$ cat src/common/parity_capture_pkg.sv
// Shared constants for the data parity error capture block.
package parity_capture_pkg;

  // Register byte addresses on the register port.
  localparam logic [31:0] ADDR_ERROR_ADDRESS   = 32'hFEF8_0070;
  localparam logic [31:0] ADDR_ERROR_DATA_HIGH = 32'hFEF8_0078;
  localparam logic [31:0] ADDR_ERROR_DATA_LOW  = 32'hFEF8_0080;

  // Widths of the processor bus and of the register port.
  localparam int unsigned ADDR_W    = 32;
  localparam int unsigned HALF_W    = 32;
  localparam int unsigned DATA_W    = 64;
  localparam int unsigned LANE_W    = 8;
  localparam int unsigned LANES     = 8;

  // Reset values.
  localparam logic [31:0] CAPTURE_RESET = 32'h0000_0000;
  localparam logic [31:0] READ_IDLE     = 32'h0000_0000;
  localparam logic [7:0]  PARITY_RESET  = 8'h00;

  // Correct parity is odd: a lane plus its parity bit holds an odd count of ones.
  localparam logic ODD_PARITY = 1'b1;

  // Level of the active-low machine check request when idle.
  localparam logic MCHK_IDLE = 1'b1;

endpackage

$ cat src/rtl/data_parity_error_capture.sv
// Data parity error checker and capture registers of the processor bus bridge.
// What this block does
// RULE_01: The bus address of the transaction with the latest logged parity error is captured.
// RULE_02: The upper data half seen when a parity error is logged is captured.
// RULE_03: The lower data half seen when a parity error is logged is captured.
// RULE_04: Captures load only when the error-logged flag goes from 0 to 1, never while it is set.
// RULE_05: With check-all on, parity is checked on every acknowledged bus cycle.
// RULE_06: With check-all off, parity is checked only on acknowledged writes to this device.
// RULE_07: With machine-check enable cleared, no machine check request comes from the flag.
// RULE_08: Each of eight invert bits inverts the parity driven on its byte lane during reads.
// RULE_09: Captures hold after the flag is cleared until it next rises, and ignore writes.
//
// Implementation choice: the address-and-strobe port.
`timescale 1ns/1ps
`default_nettype none

module data_parity_error_capture (
  // Clock and reset
  input  wire logic        clk,
  input  wire logic        srst,
  // Processor bus, sampled on the bridge clock
  input  wire logic [31:0] busAddress,
  input  wire logic [31:0] busDataHigh,
  input  wire logic [31:0] busDataLow,
  input  wire logic [7:0]  byteLaneParityIn,
  input  wire logic        transferAcknowledgeN,
  input  wire logic        busWrite,
  input  wire logic        deviceSelected,
  // Read data driven by the bridge and its parity
  input  wire logic [31:0] readDataHigh,
  input  wire logic [31:0] readDataLow,
  input  wire logic        readDrive,
  output var  logic [7:0]  byteLaneParityOut,
  output var  logic        byteLaneParityOe,
  // Controls from the neighbouring control register
  input  wire logic        checkAll,
  input  wire logic        machineCheckEnable,
  input  wire logic [7:0]  parityInvertBits,
  input  wire logic        clearErrorLog,
  // Status
  output var  logic        errorLogged,
  output var  logic        machineCheckRequestN,
  // Register port
  input  wire logic [31:0] regAddr,
  input  wire logic [31:0] regWdata,
  input  wire logic        regWrite,
  input  wire logic        regRead,
  output var  logic [31:0] regRdata
);

  localparam int unsigned LANES  = parity_capture_pkg::LANES;
  localparam int unsigned LANE_W = parity_capture_pkg::LANE_W;
  localparam int unsigned DATA_W = parity_capture_pkg::DATA_W;

  logic [DATA_W-1:0] snoopBus;
  logic [DATA_W-1:0] driveBus;
  logic [LANES-1:0]  laneErr;
  logic [LANES-1:0]  laneParity;
  logic              checkCycle;
  logic              parityError;
  logic              logRise;

  logic              errorLogged_d;
  logic              errorLogged_q;
  logic              mchkN_d;
  logic              mchkN_q;
  logic [LANES-1:0]  parityOut_d;
  logic [LANES-1:0]  parityOut_q;
  logic              parityOe_d;
  logic              parityOe_q;
  logic [31:0]       rdata_d;
  logic [31:0]       rdata_q;

  logic [31:0]       capAddress;
  logic [31:0]       capDataHigh;
  logic [31:0]       capDataLow;

  // Lane 0 covers the most significant byte of the upper half, lane 7 the least of the lower.
  assign snoopBus = {busDataHigh, busDataLow};
  assign driveBus = {readDataHigh, readDataLow};

  genvar g;
  generate
    for (g = 0; g < LANES; g++) begin : gLane
      parity_lane #(
        .WIDTH (LANE_W),
        .ODD   (parity_capture_pkg::ODD_PARITY)
      ) uLane (
        .checkData   (snoopBus[DATA_W-1-g*LANE_W -: LANE_W]),
        .checkParity (byteLaneParityIn[g]),
        .driveData   (driveBus[DATA_W-1-g*LANE_W -: LANE_W]),
        .invert      (parityInvertBits[g]), // RULE_08
        .laneError   (laneErr[g]),
        .driveParity (laneParity[g])
      );
    end
  endgenerate

  // Check scope and error logging.
  always_comb begin
    checkCycle = !transferAcknowledgeN &&
                 (checkAll ||                      // RULE_05
                  (busWrite && deviceSelected));   // RULE_06
    parityError = checkCycle && (|laneErr);
    // Captures load only on the edge of the flag; a set flag blocks them.
    logRise = parityError && !errorLogged_q;       // RULE_04
    // A new error wins over a clear arriving in the same cycle.
    errorLogged_d = parityError || (errorLogged_q && !clearErrorLog);
    // One-cycle active-low machine check pulse when the flag rises.
    mchkN_d = !(logRise && machineCheckEnable);    // RULE_07
  end

  always_ff @(posedge clk) begin
    if (srst) begin
      errorLogged_q <= 1'b0;
      mchkN_q       <= parity_capture_pkg::MCHK_IDLE;
    end else begin
      errorLogged_q <= errorLogged_d;
      mchkN_q       <= mchkN_d;
    end
  end

  assign errorLogged          = errorLogged_q;
  assign machineCheckRequestN = mchkN_q;

  // Capture registers; register writes never reach them.
  capture_reg #(
    .WIDTH       (32),
    .RESET_VALUE (parity_capture_pkg::CAPTURE_RESET)
  ) uCapAddress (
    .clk  (clk),
    .srst (srst),
    .load (logRise),      // RULE_01
    .din  (busAddress),
    .dout (capAddress)
  );

  capture_reg #(
    .WIDTH       (32),
    .RESET_VALUE (parity_capture_pkg::CAPTURE_RESET)
  ) uCapDataHigh (
    .clk  (clk),
    .srst (srst),
    .load (logRise),      // RULE_02
    .din  (busDataHigh),
    .dout (capDataHigh)
  );

  capture_reg #(
    .WIDTH       (32),
    .RESET_VALUE (parity_capture_pkg::CAPTURE_RESET)
  ) uCapDataLow (
    .clk  (clk),
    .srst (srst),
    .load (logRise),      // RULE_03
    .din  (busDataLow),
    .dout (capDataLow)
  );

  // Read parity lines, registered to match read data held one cycle.
  always_comb begin
    parityOe_d  = readDrive;
    parityOut_d = readDrive ? laneParity : parity_capture_pkg::PARITY_RESET; // RULE_08
  end

  always_ff @(posedge clk) begin
    if (srst) begin
      parityOe_q  <= 1'b0;
      parityOut_q <= parity_capture_pkg::PARITY_RESET;
    end else begin
      parityOe_q  <= parityOe_d;
      parityOut_q <= parityOut_d;
    end
  end

  assign byteLaneParityOut = parityOut_q;
  assign byteLaneParityOe  = parityOe_q;

  // Register read mux; data stand only in the cycle after the strobe.
  always_comb begin
    rdata_d = parity_capture_pkg::READ_IDLE;
    if (regRead) begin
      unique case (regAddr)
        parity_capture_pkg::ADDR_ERROR_ADDRESS:   rdata_d = capAddress;
        parity_capture_pkg::ADDR_ERROR_DATA_HIGH: rdata_d = capDataHigh;
        parity_capture_pkg::ADDR_ERROR_DATA_LOW:  rdata_d = capDataLow;
        default:                                  rdata_d = parity_capture_pkg::READ_IDLE;
      endcase
    end
  end

  always_ff @(posedge clk) begin
    if (srst) begin
      rdata_q <= parity_capture_pkg::READ_IDLE;
    end else begin
      rdata_q <= rdata_d;
    end
  end

  assign regRdata = rdata_q;

  logic [LANES-1:0] refReadParity;
  logic             refLaneErr;

  always_comb begin
    refLaneErr = 1'b0;
    for (int i = 0; i < LANES; i++) begin
      refReadParity[i] = ~(^driveBus[DATA_W-1-i*LANE_W -: LANE_W]) ^ parityInvertBits[i];
      refLaneErr = refLaneErr ||
                   (byteLaneParityIn[i] != ~(^snoopBus[DATA_W-1-i*LANE_W -: LANE_W]));
    end
  end
endmodule

`default_nettype wire

$ cat src/rtl/capture_reg.sv
// Loadable read-only capture register with synchronous reset.
`timescale 1ns/1ps
`default_nettype none

module capture_reg #(
  parameter int unsigned       WIDTH       = 32,
  parameter logic [WIDTH-1:0]  RESET_VALUE = '0
) (
  // Clock and reset
  input  wire logic             clk,
  input  wire logic             srst,
  // Load port
  input  wire logic             load,
  input  wire logic [WIDTH-1:0] din,
  // Held value
  output var  logic [WIDTH-1:0] dout
);

  logic [WIDTH-1:0] value_d;
  logic [WIDTH-1:0] value_q;

  always_comb begin
    value_d = value_q;
    if (load) begin
      value_d = din;
    end
  end

  always_ff @(posedge clk) begin
    if (srst) begin
      value_q <= RESET_VALUE;
    end else begin
      value_q <= value_d;
    end
  end

  assign dout = value_q;

endmodule

`default_nettype wire

$ cat src/rtl/parity_lane.sv
// One byte lane: parity check of snooped data and parity generation for read data.
`timescale 1ns/1ps
`default_nettype none

module parity_lane #(
  parameter int unsigned WIDTH = 8,
  parameter logic        ODD   = 1'b1
) (
  // Snooped lane
  input  wire logic [WIDTH-1:0] checkData,
  input  wire logic             checkParity,
  // Driven lane
  input  wire logic [WIDTH-1:0] driveData,
  input  wire logic             invert,
  // Results
  output var  logic             laneError,
  output var  logic             driveParity
);

  logic expectCheck;
  logic expectDrive;

  always_comb begin
    expectCheck = (^checkData) ^ ODD;
    expectDrive = (^driveData) ^ ODD;
    laneError   = checkParity ^ expectCheck;
    // An inverting bit forces a wrong parity on this lane for testing.
    driveParity = expectDrive ^ invert;
  end

endmodule

`default_nettype wire

$ cat config.mk
export PLATFORM = sky130hd
export DESIGN_NAME = data_parity_error_capture
export DESIGN_NICKNAME = d
export VERILOG_FILES = /design/src/common/parity_capture_pkg.sv /design/src/rtl/data_parity_error_capture.sv /design/src/rtl/capture_reg.sv /design/src/rtl/parity_lane.sv
export SDC_FILE = /design/constraint.sdc
export NUM_CORES = 1
export LEC_CHECK = 0
export BUFFER_PORTS_ARGS = -buffer_cell sky130_fd_sc_hd__buf_2
export CAP_MARGIN = 20
export CORE_ASPECT_RATIO = 2
export CORE_UTILIZATION = 47
export CTS_CLUSTER_SIZE = 12
export DETAILED_ROUTE_END_ITERATION = 10
export GPL_ROUTABILITY_DRIVEN = 0
export PLACE_DENSITY = 0.85
export SYNTH_ARGS = -nofsm -noshare
export SYNTH_HDL_FRONTEND = slang
export SYNTH_SLANG_ARGS = --single-unit
$ cat constraint.sdc
create_clock -name clk -period 2.9 [get_ports clk]
set_input_delay 0.58 -clock clk [delete_from_list [all_inputs] [get_ports clk]]
set_output_delay 0.58 -clock clk [all_outputs]
set_load 0.02 [all_outputs]
Word level (Yosys, flattened, before mapping)

Index checks and enable logic that the tools add are counted.
W data, S select, Z words.

Register bits: 139
Bits in latches: 0
Memory bits (writable): 0
Bits in read-only memories: 0
Bits of input ports: 251
Output and inout port bits: 43
Logic and storage cells: 77
Memories kept: 0

Add/subtract/negate cells: 0
$mul: 0
Div/mod/pow operators: 0
Magnitude comparators: 0
Equality and inequality tests: 3
Shift-type cells: 0
Muxes and demuxes: 1
Bitwise operators: 34
Reductions and logical operators: 31

Operator list:

| kind                   | count |
|---|---|
| $reduce_xor A8 Y1      | 16 |
| $eq A32 B32 Y1 const B | 3 |
| $pmux W32 S3           | 1 |
| $not A1 Y1             | 18 |
| $xor A1 B1 Y1          | 16 |
| $reduce_or A8 Y1       | 1 |
| $logic_and A1 B1 Y1    | 6 |
| $logic_not A1 Y1       | 4 |
| $reduce_or A2 Y1       | 2 |
| $logic_or A1 B1 Y1     | 2 |

Longest topological paths before layout

Depth after elaboration: 8
Depth in mapped cells: 9
Mapped depth without buffers: 6

Cells and area by module

From an unflattened synthesis, not the netlist that was laid out.

Cells, all modules: 643
Area total of the unflattened synthesis: 6,665.1 um^2

By module, submodules not included:

| module                    | instances | cells each | area an instance (um^2) | seq. area each (um^2) |
|---|---|---|---|---|
| capture_reg               | 3         | 103        | 1,163.6                 | 640.6 |
| data_parity_error_capture | 1         | 222        | 1,973.1                 | 860.8 |
| parity_lane               | 8         | 14         | 150.1                   | 0.0 |

Least setup slack after synthesis

No wires, ideal clock.

Path type: input to register
Start point: input busDataHigh[12]
End point: register uCapAddress.value_q[26] (netlist: uCapAddress.dout[26])
Library setup time: 120 ps
Arrival: 2,182 ps
Required time: 2,780 ps
Slack: 598 ps
Cell stages on the path: 9
Path buffers: 3
Cells stage by stage: xor2_1 -> xnor3_1 -> xnor2_1 -> nor4_2 -> a21oi_1 -> buf_2 -> buf_6 -> buf_6 -> mux2i_1

Word-level cells in the longest chain between the ends: 6

Ends and longest elaborated chain:

| what                 | line                             | text |
|---|---|---|
| from (decl)          | data_parity_error_capture.sv:23  | `input wire logic [31:0] busDataHigh,` |
| $reduce_xor A8 Y1    | -                                |  |
| $not A1 Y1 (no line) | -                                |  |
| $xor A1 B1 Y1        | parity_lane.sv:26                | `laneError = checkParity ^ expectCheck;` |
| $reduce_or A8 Y1     | data_parity_error_capture.sv:104 | `parityError = checkCycle && (\|laneErr);` |
| $logic_and A1 B1 Y1  | data_parity_error_capture.sv:104 |  |
| $logic_and A1 B1 Y1  | data_parity_error_capture.sv:106 | `logRise = parityError && !errorLogged_q;` |
| to (signal assigned) | capture_reg.sv:33                | `value_q <= value_d;` |
| to (decl)            | capture_reg.sv:20                | `logic [WIDTH-1:0] value_q;` |

No other way between the ends.
A chain may end at the register's enable or synchronous reset.

Worst setup path in the final report

Start point: input busDataHigh[12]
End point: register uCapDataLow.value_q[13] (netlist: uCapDataLow.dout[13])

Word-level cells in the longest chain between the ends: 6

Ends and longest elaborated chain:

| what                 | line |
|---|---|
| $reduce_xor A8 Y1    | - |
| $not A1 Y1 (no line) | - |
| $xor A1 B1 Y1        | parity_lane.sv:26 |
| $reduce_or A8 Y1     | data_parity_error_capture.sv:104 |
| $logic_and A1 B1 Y1  | data_parity_error_capture.sv:104 |
| $logic_and A1 B1 Y1  | data_parity_error_capture.sv:106 |
| to (signal assigned) | capture_reg.sv:33 |
| to (decl)            | capture_reg.sv:20 |

No other way between the ends.

==> results.yml <==
clock_tree:
  cts_htree_levels: 4
  root_buffer: "clkbuf_16"
  clock_path_buffers: 2
  clk-insertion-delay-late_ns: 0.40
  cts_setup_buffers: 0
  cts_resized: 0
  numCtsBuffers: 17
  cts_hold_buf: 0
  cts_tree: "built"
  clkSlewWorstSetupHoldPaths_ns: 0.06
  clkSinkCount: 139
global_routing:
  use_met3: 0.04242
  busiest_layer: "met2"
  grt_overflow: 0
  met1_usage: 0.2322
  grt_pass1_wl_mm: 26.70
  grt_max_degree: 88
  grt_use_total: 0.2421
  grt_antenna_before_repair: 0
  use_met2: 0.4751
  first_global_vias: 5831
place:
  dpl_cell_area_um2: 8043
  port-buffer-count: 260
  dp.final_hpwl_mm: 12.77
synth:
  synth_flop_cell: "dfxtp_1"
  synth_area_leader_cell: "dfxtp_1"
  synth_top_area_frac: 0.4271
  yosysMostFrequentCell: "nand2_1"
  synth_cells: 695
  yosysWarnings: 0
  synth_commonest_cells: "193 x nand2_1, 139 x dfxtp_1, 96 x mux2i_1, 80 x xnor2_1, 41 x nor2_1"
  ys_ff_latch: 139
  syn_nets: 946
  seq_area_frac_synth: 0.4271
  yosysUniqueCellTypes: 31
  synth_edf_count: 0
  async_flop_share: 0
  syn_area_um2: 6515
  syn_area_per_cell_um2: 9.374
  synth_area_leaders: "dfxtp_1 43%, mux2i_1 15%, nand2_1 11%, xnor2_1 11%, a222oi_1 4.9%"
sta:
  period_minus_slack_ns: 2.381
  setup_viol: 0
  rsz0062_at_grt: "false"
  finalSetupTns_ns: 0
  clock_skew_ns: 0.007719
  slew_violations: 0
  tightest_slew_ns: 0.4857
  timing.fmax_ghz: 0.4201
  hold_violations: 0
  relSlewSlack: 0.6737
  period_share: 0.8209
layout:
  final_cell_area_um2: 8675
  diodes: 0
  area_growth_pct: 33.15
  n_fill_cell: 1098
  drive_gt1_frac: 0.3253
  layout.nets: 1195
drt:
  routedWlPerCell_um: 15.65
  drc_errors: 0
  ant_nets: 0
  postRouteWirelength_mm: 17.39
  routed-via-count: 5794
  first_iter_violations: 312
  firstDrtPassIters: 6
  avgViaCountPerCell: 5.215
pwr:
  power_density_nw_per_um2: 611.3
  peakVddDrop_uv: 359.9
  p_leak_nw: 3.829
worst_setup_path:
  required_ns: 3.22
  r2r_slack_ns: 1.31
  cp-start-kind: "input pin"
  critPathCaptureType: "register"
  critical_path_class: "input pin to register"
  critPathMaxFanout: 44
  cp.arrival_ns: 2.70
outcome:
  outcome: "completed"
die:
  die_height_um: 168.5
  die-area_um2: 14360
  ios: 294
  start_util: 0.4821
  core_area_um2: 13510
  die_x_um: 85.25
  num_rows: 60
hold_path:
  worstHoldPathType: "input pin to register"
flow_run:
  cap_violations: 0
## sequential cells by signal, summed over array words and instances, names as in the netlist
register and count:
uCapAddress.dout 32, errorLogged 1, uCapDataLow.dout 32, uCapDataHigh.dout 32
byteLaneParityOut 8, regRdata 32, machineCheckRequestN 1, byteLaneParityOe 1
## cells by family (layout without fill, tap and decap cells)
group / Yosys count / after routing / synth area share
xor gates and xnor gates: 120 / 120 / 0.1782
buffers and inverters: 49 / 310 / 0.03438
DFF: 139 / 139 / 0.4271
and+or+nand+nor: 254 / 254 / 0.1584
AOI/OAI and AO/OA: 37 / 37 / 0.05435
muxes: 96 / 96 / 0.1475
## critical path, cell delays in order
cell and delay [ns]:
buf_2 0.12, xor2_1 0.15, xnor3_1 0.43, xnor2_1 0.35, nor4_2 0.11, buf_4 0.17
a21oi_4 0.21, buf_12 0.31, mux2i_1 0.25
## where the power goes
group          switching, mW  leakage, nW  total (mW)  internal (mW)
clock                  0.798        0.296        2.32           1.52
sequential            0.0491         1.13        2.06           2.02
combinational          0.442         2.40       0.918          0.476
total                   1.29         3.83        5.30           4.01
## per-layer routing
metal  share of wire  up-vias
met2            0.56      246
met1            0.35     2685
met4           0.039        0
li1                -     2827
met3           0.050       36
met5               0        -
## path summary, 6_finish.rpt
kind,startpoint,end,depth (start not counted)
hold / removal,machineCheckEnable,machineCheckRequestN,2
hold reg to reg,uCapDataLow.dout[21],uCapDataLow.dout[21],2
setup / recovery,busDataHigh[12],uCapDataLow.dout[13],9
setup reg to reg,errorLogged,uCapDataLow.dout[13],4
## cells in the final DEF (no fill, tap or decap), drive strengths merged, types with 5 or more instances in the layout
master / instances
buf: 277
nand2: 193
dfxtp: 139
mux2i: 96
xnor2: 80
nor2: 41
xor2: 32
a222oi: 32
clkbuf: 20
xnor3: 8
bufinv: 5
## area by class of cell
cell class / count / area (um^2) / share of cell area
inverter: 2 / 12.51 / 0.001442
multi-input combinational: 507 / 3537 / 0.4078
timing repair buffer: 277 / 1516 / 0.1748
clock buffer: 20 / 436.7 / 0.05034
sequential: 139 / 2783 / 0.3208
tap: 155 / 193.9 / 0.02236
clock inverter: 11 / 195.2 / 0.02250
## stage by stage
step	std cells	worst slack [ns]	hold WS [ns]	util	power, mW
floorplan	695	0.5985	0.4341	-	2.678
global placement	1080	0.1326	0.4420	0.5952	3.004
detailed placement	1080	0.08390	0.4467	0.5952	3.026
CTS	1111	0.4766	0.3317	0.6419	5.353
global route	1111	0.3979	0.3330	0.6419	5.512
finish	1111	0.5194	0.3478	0.6419	5.303
(Power assumes the default switching activity.)
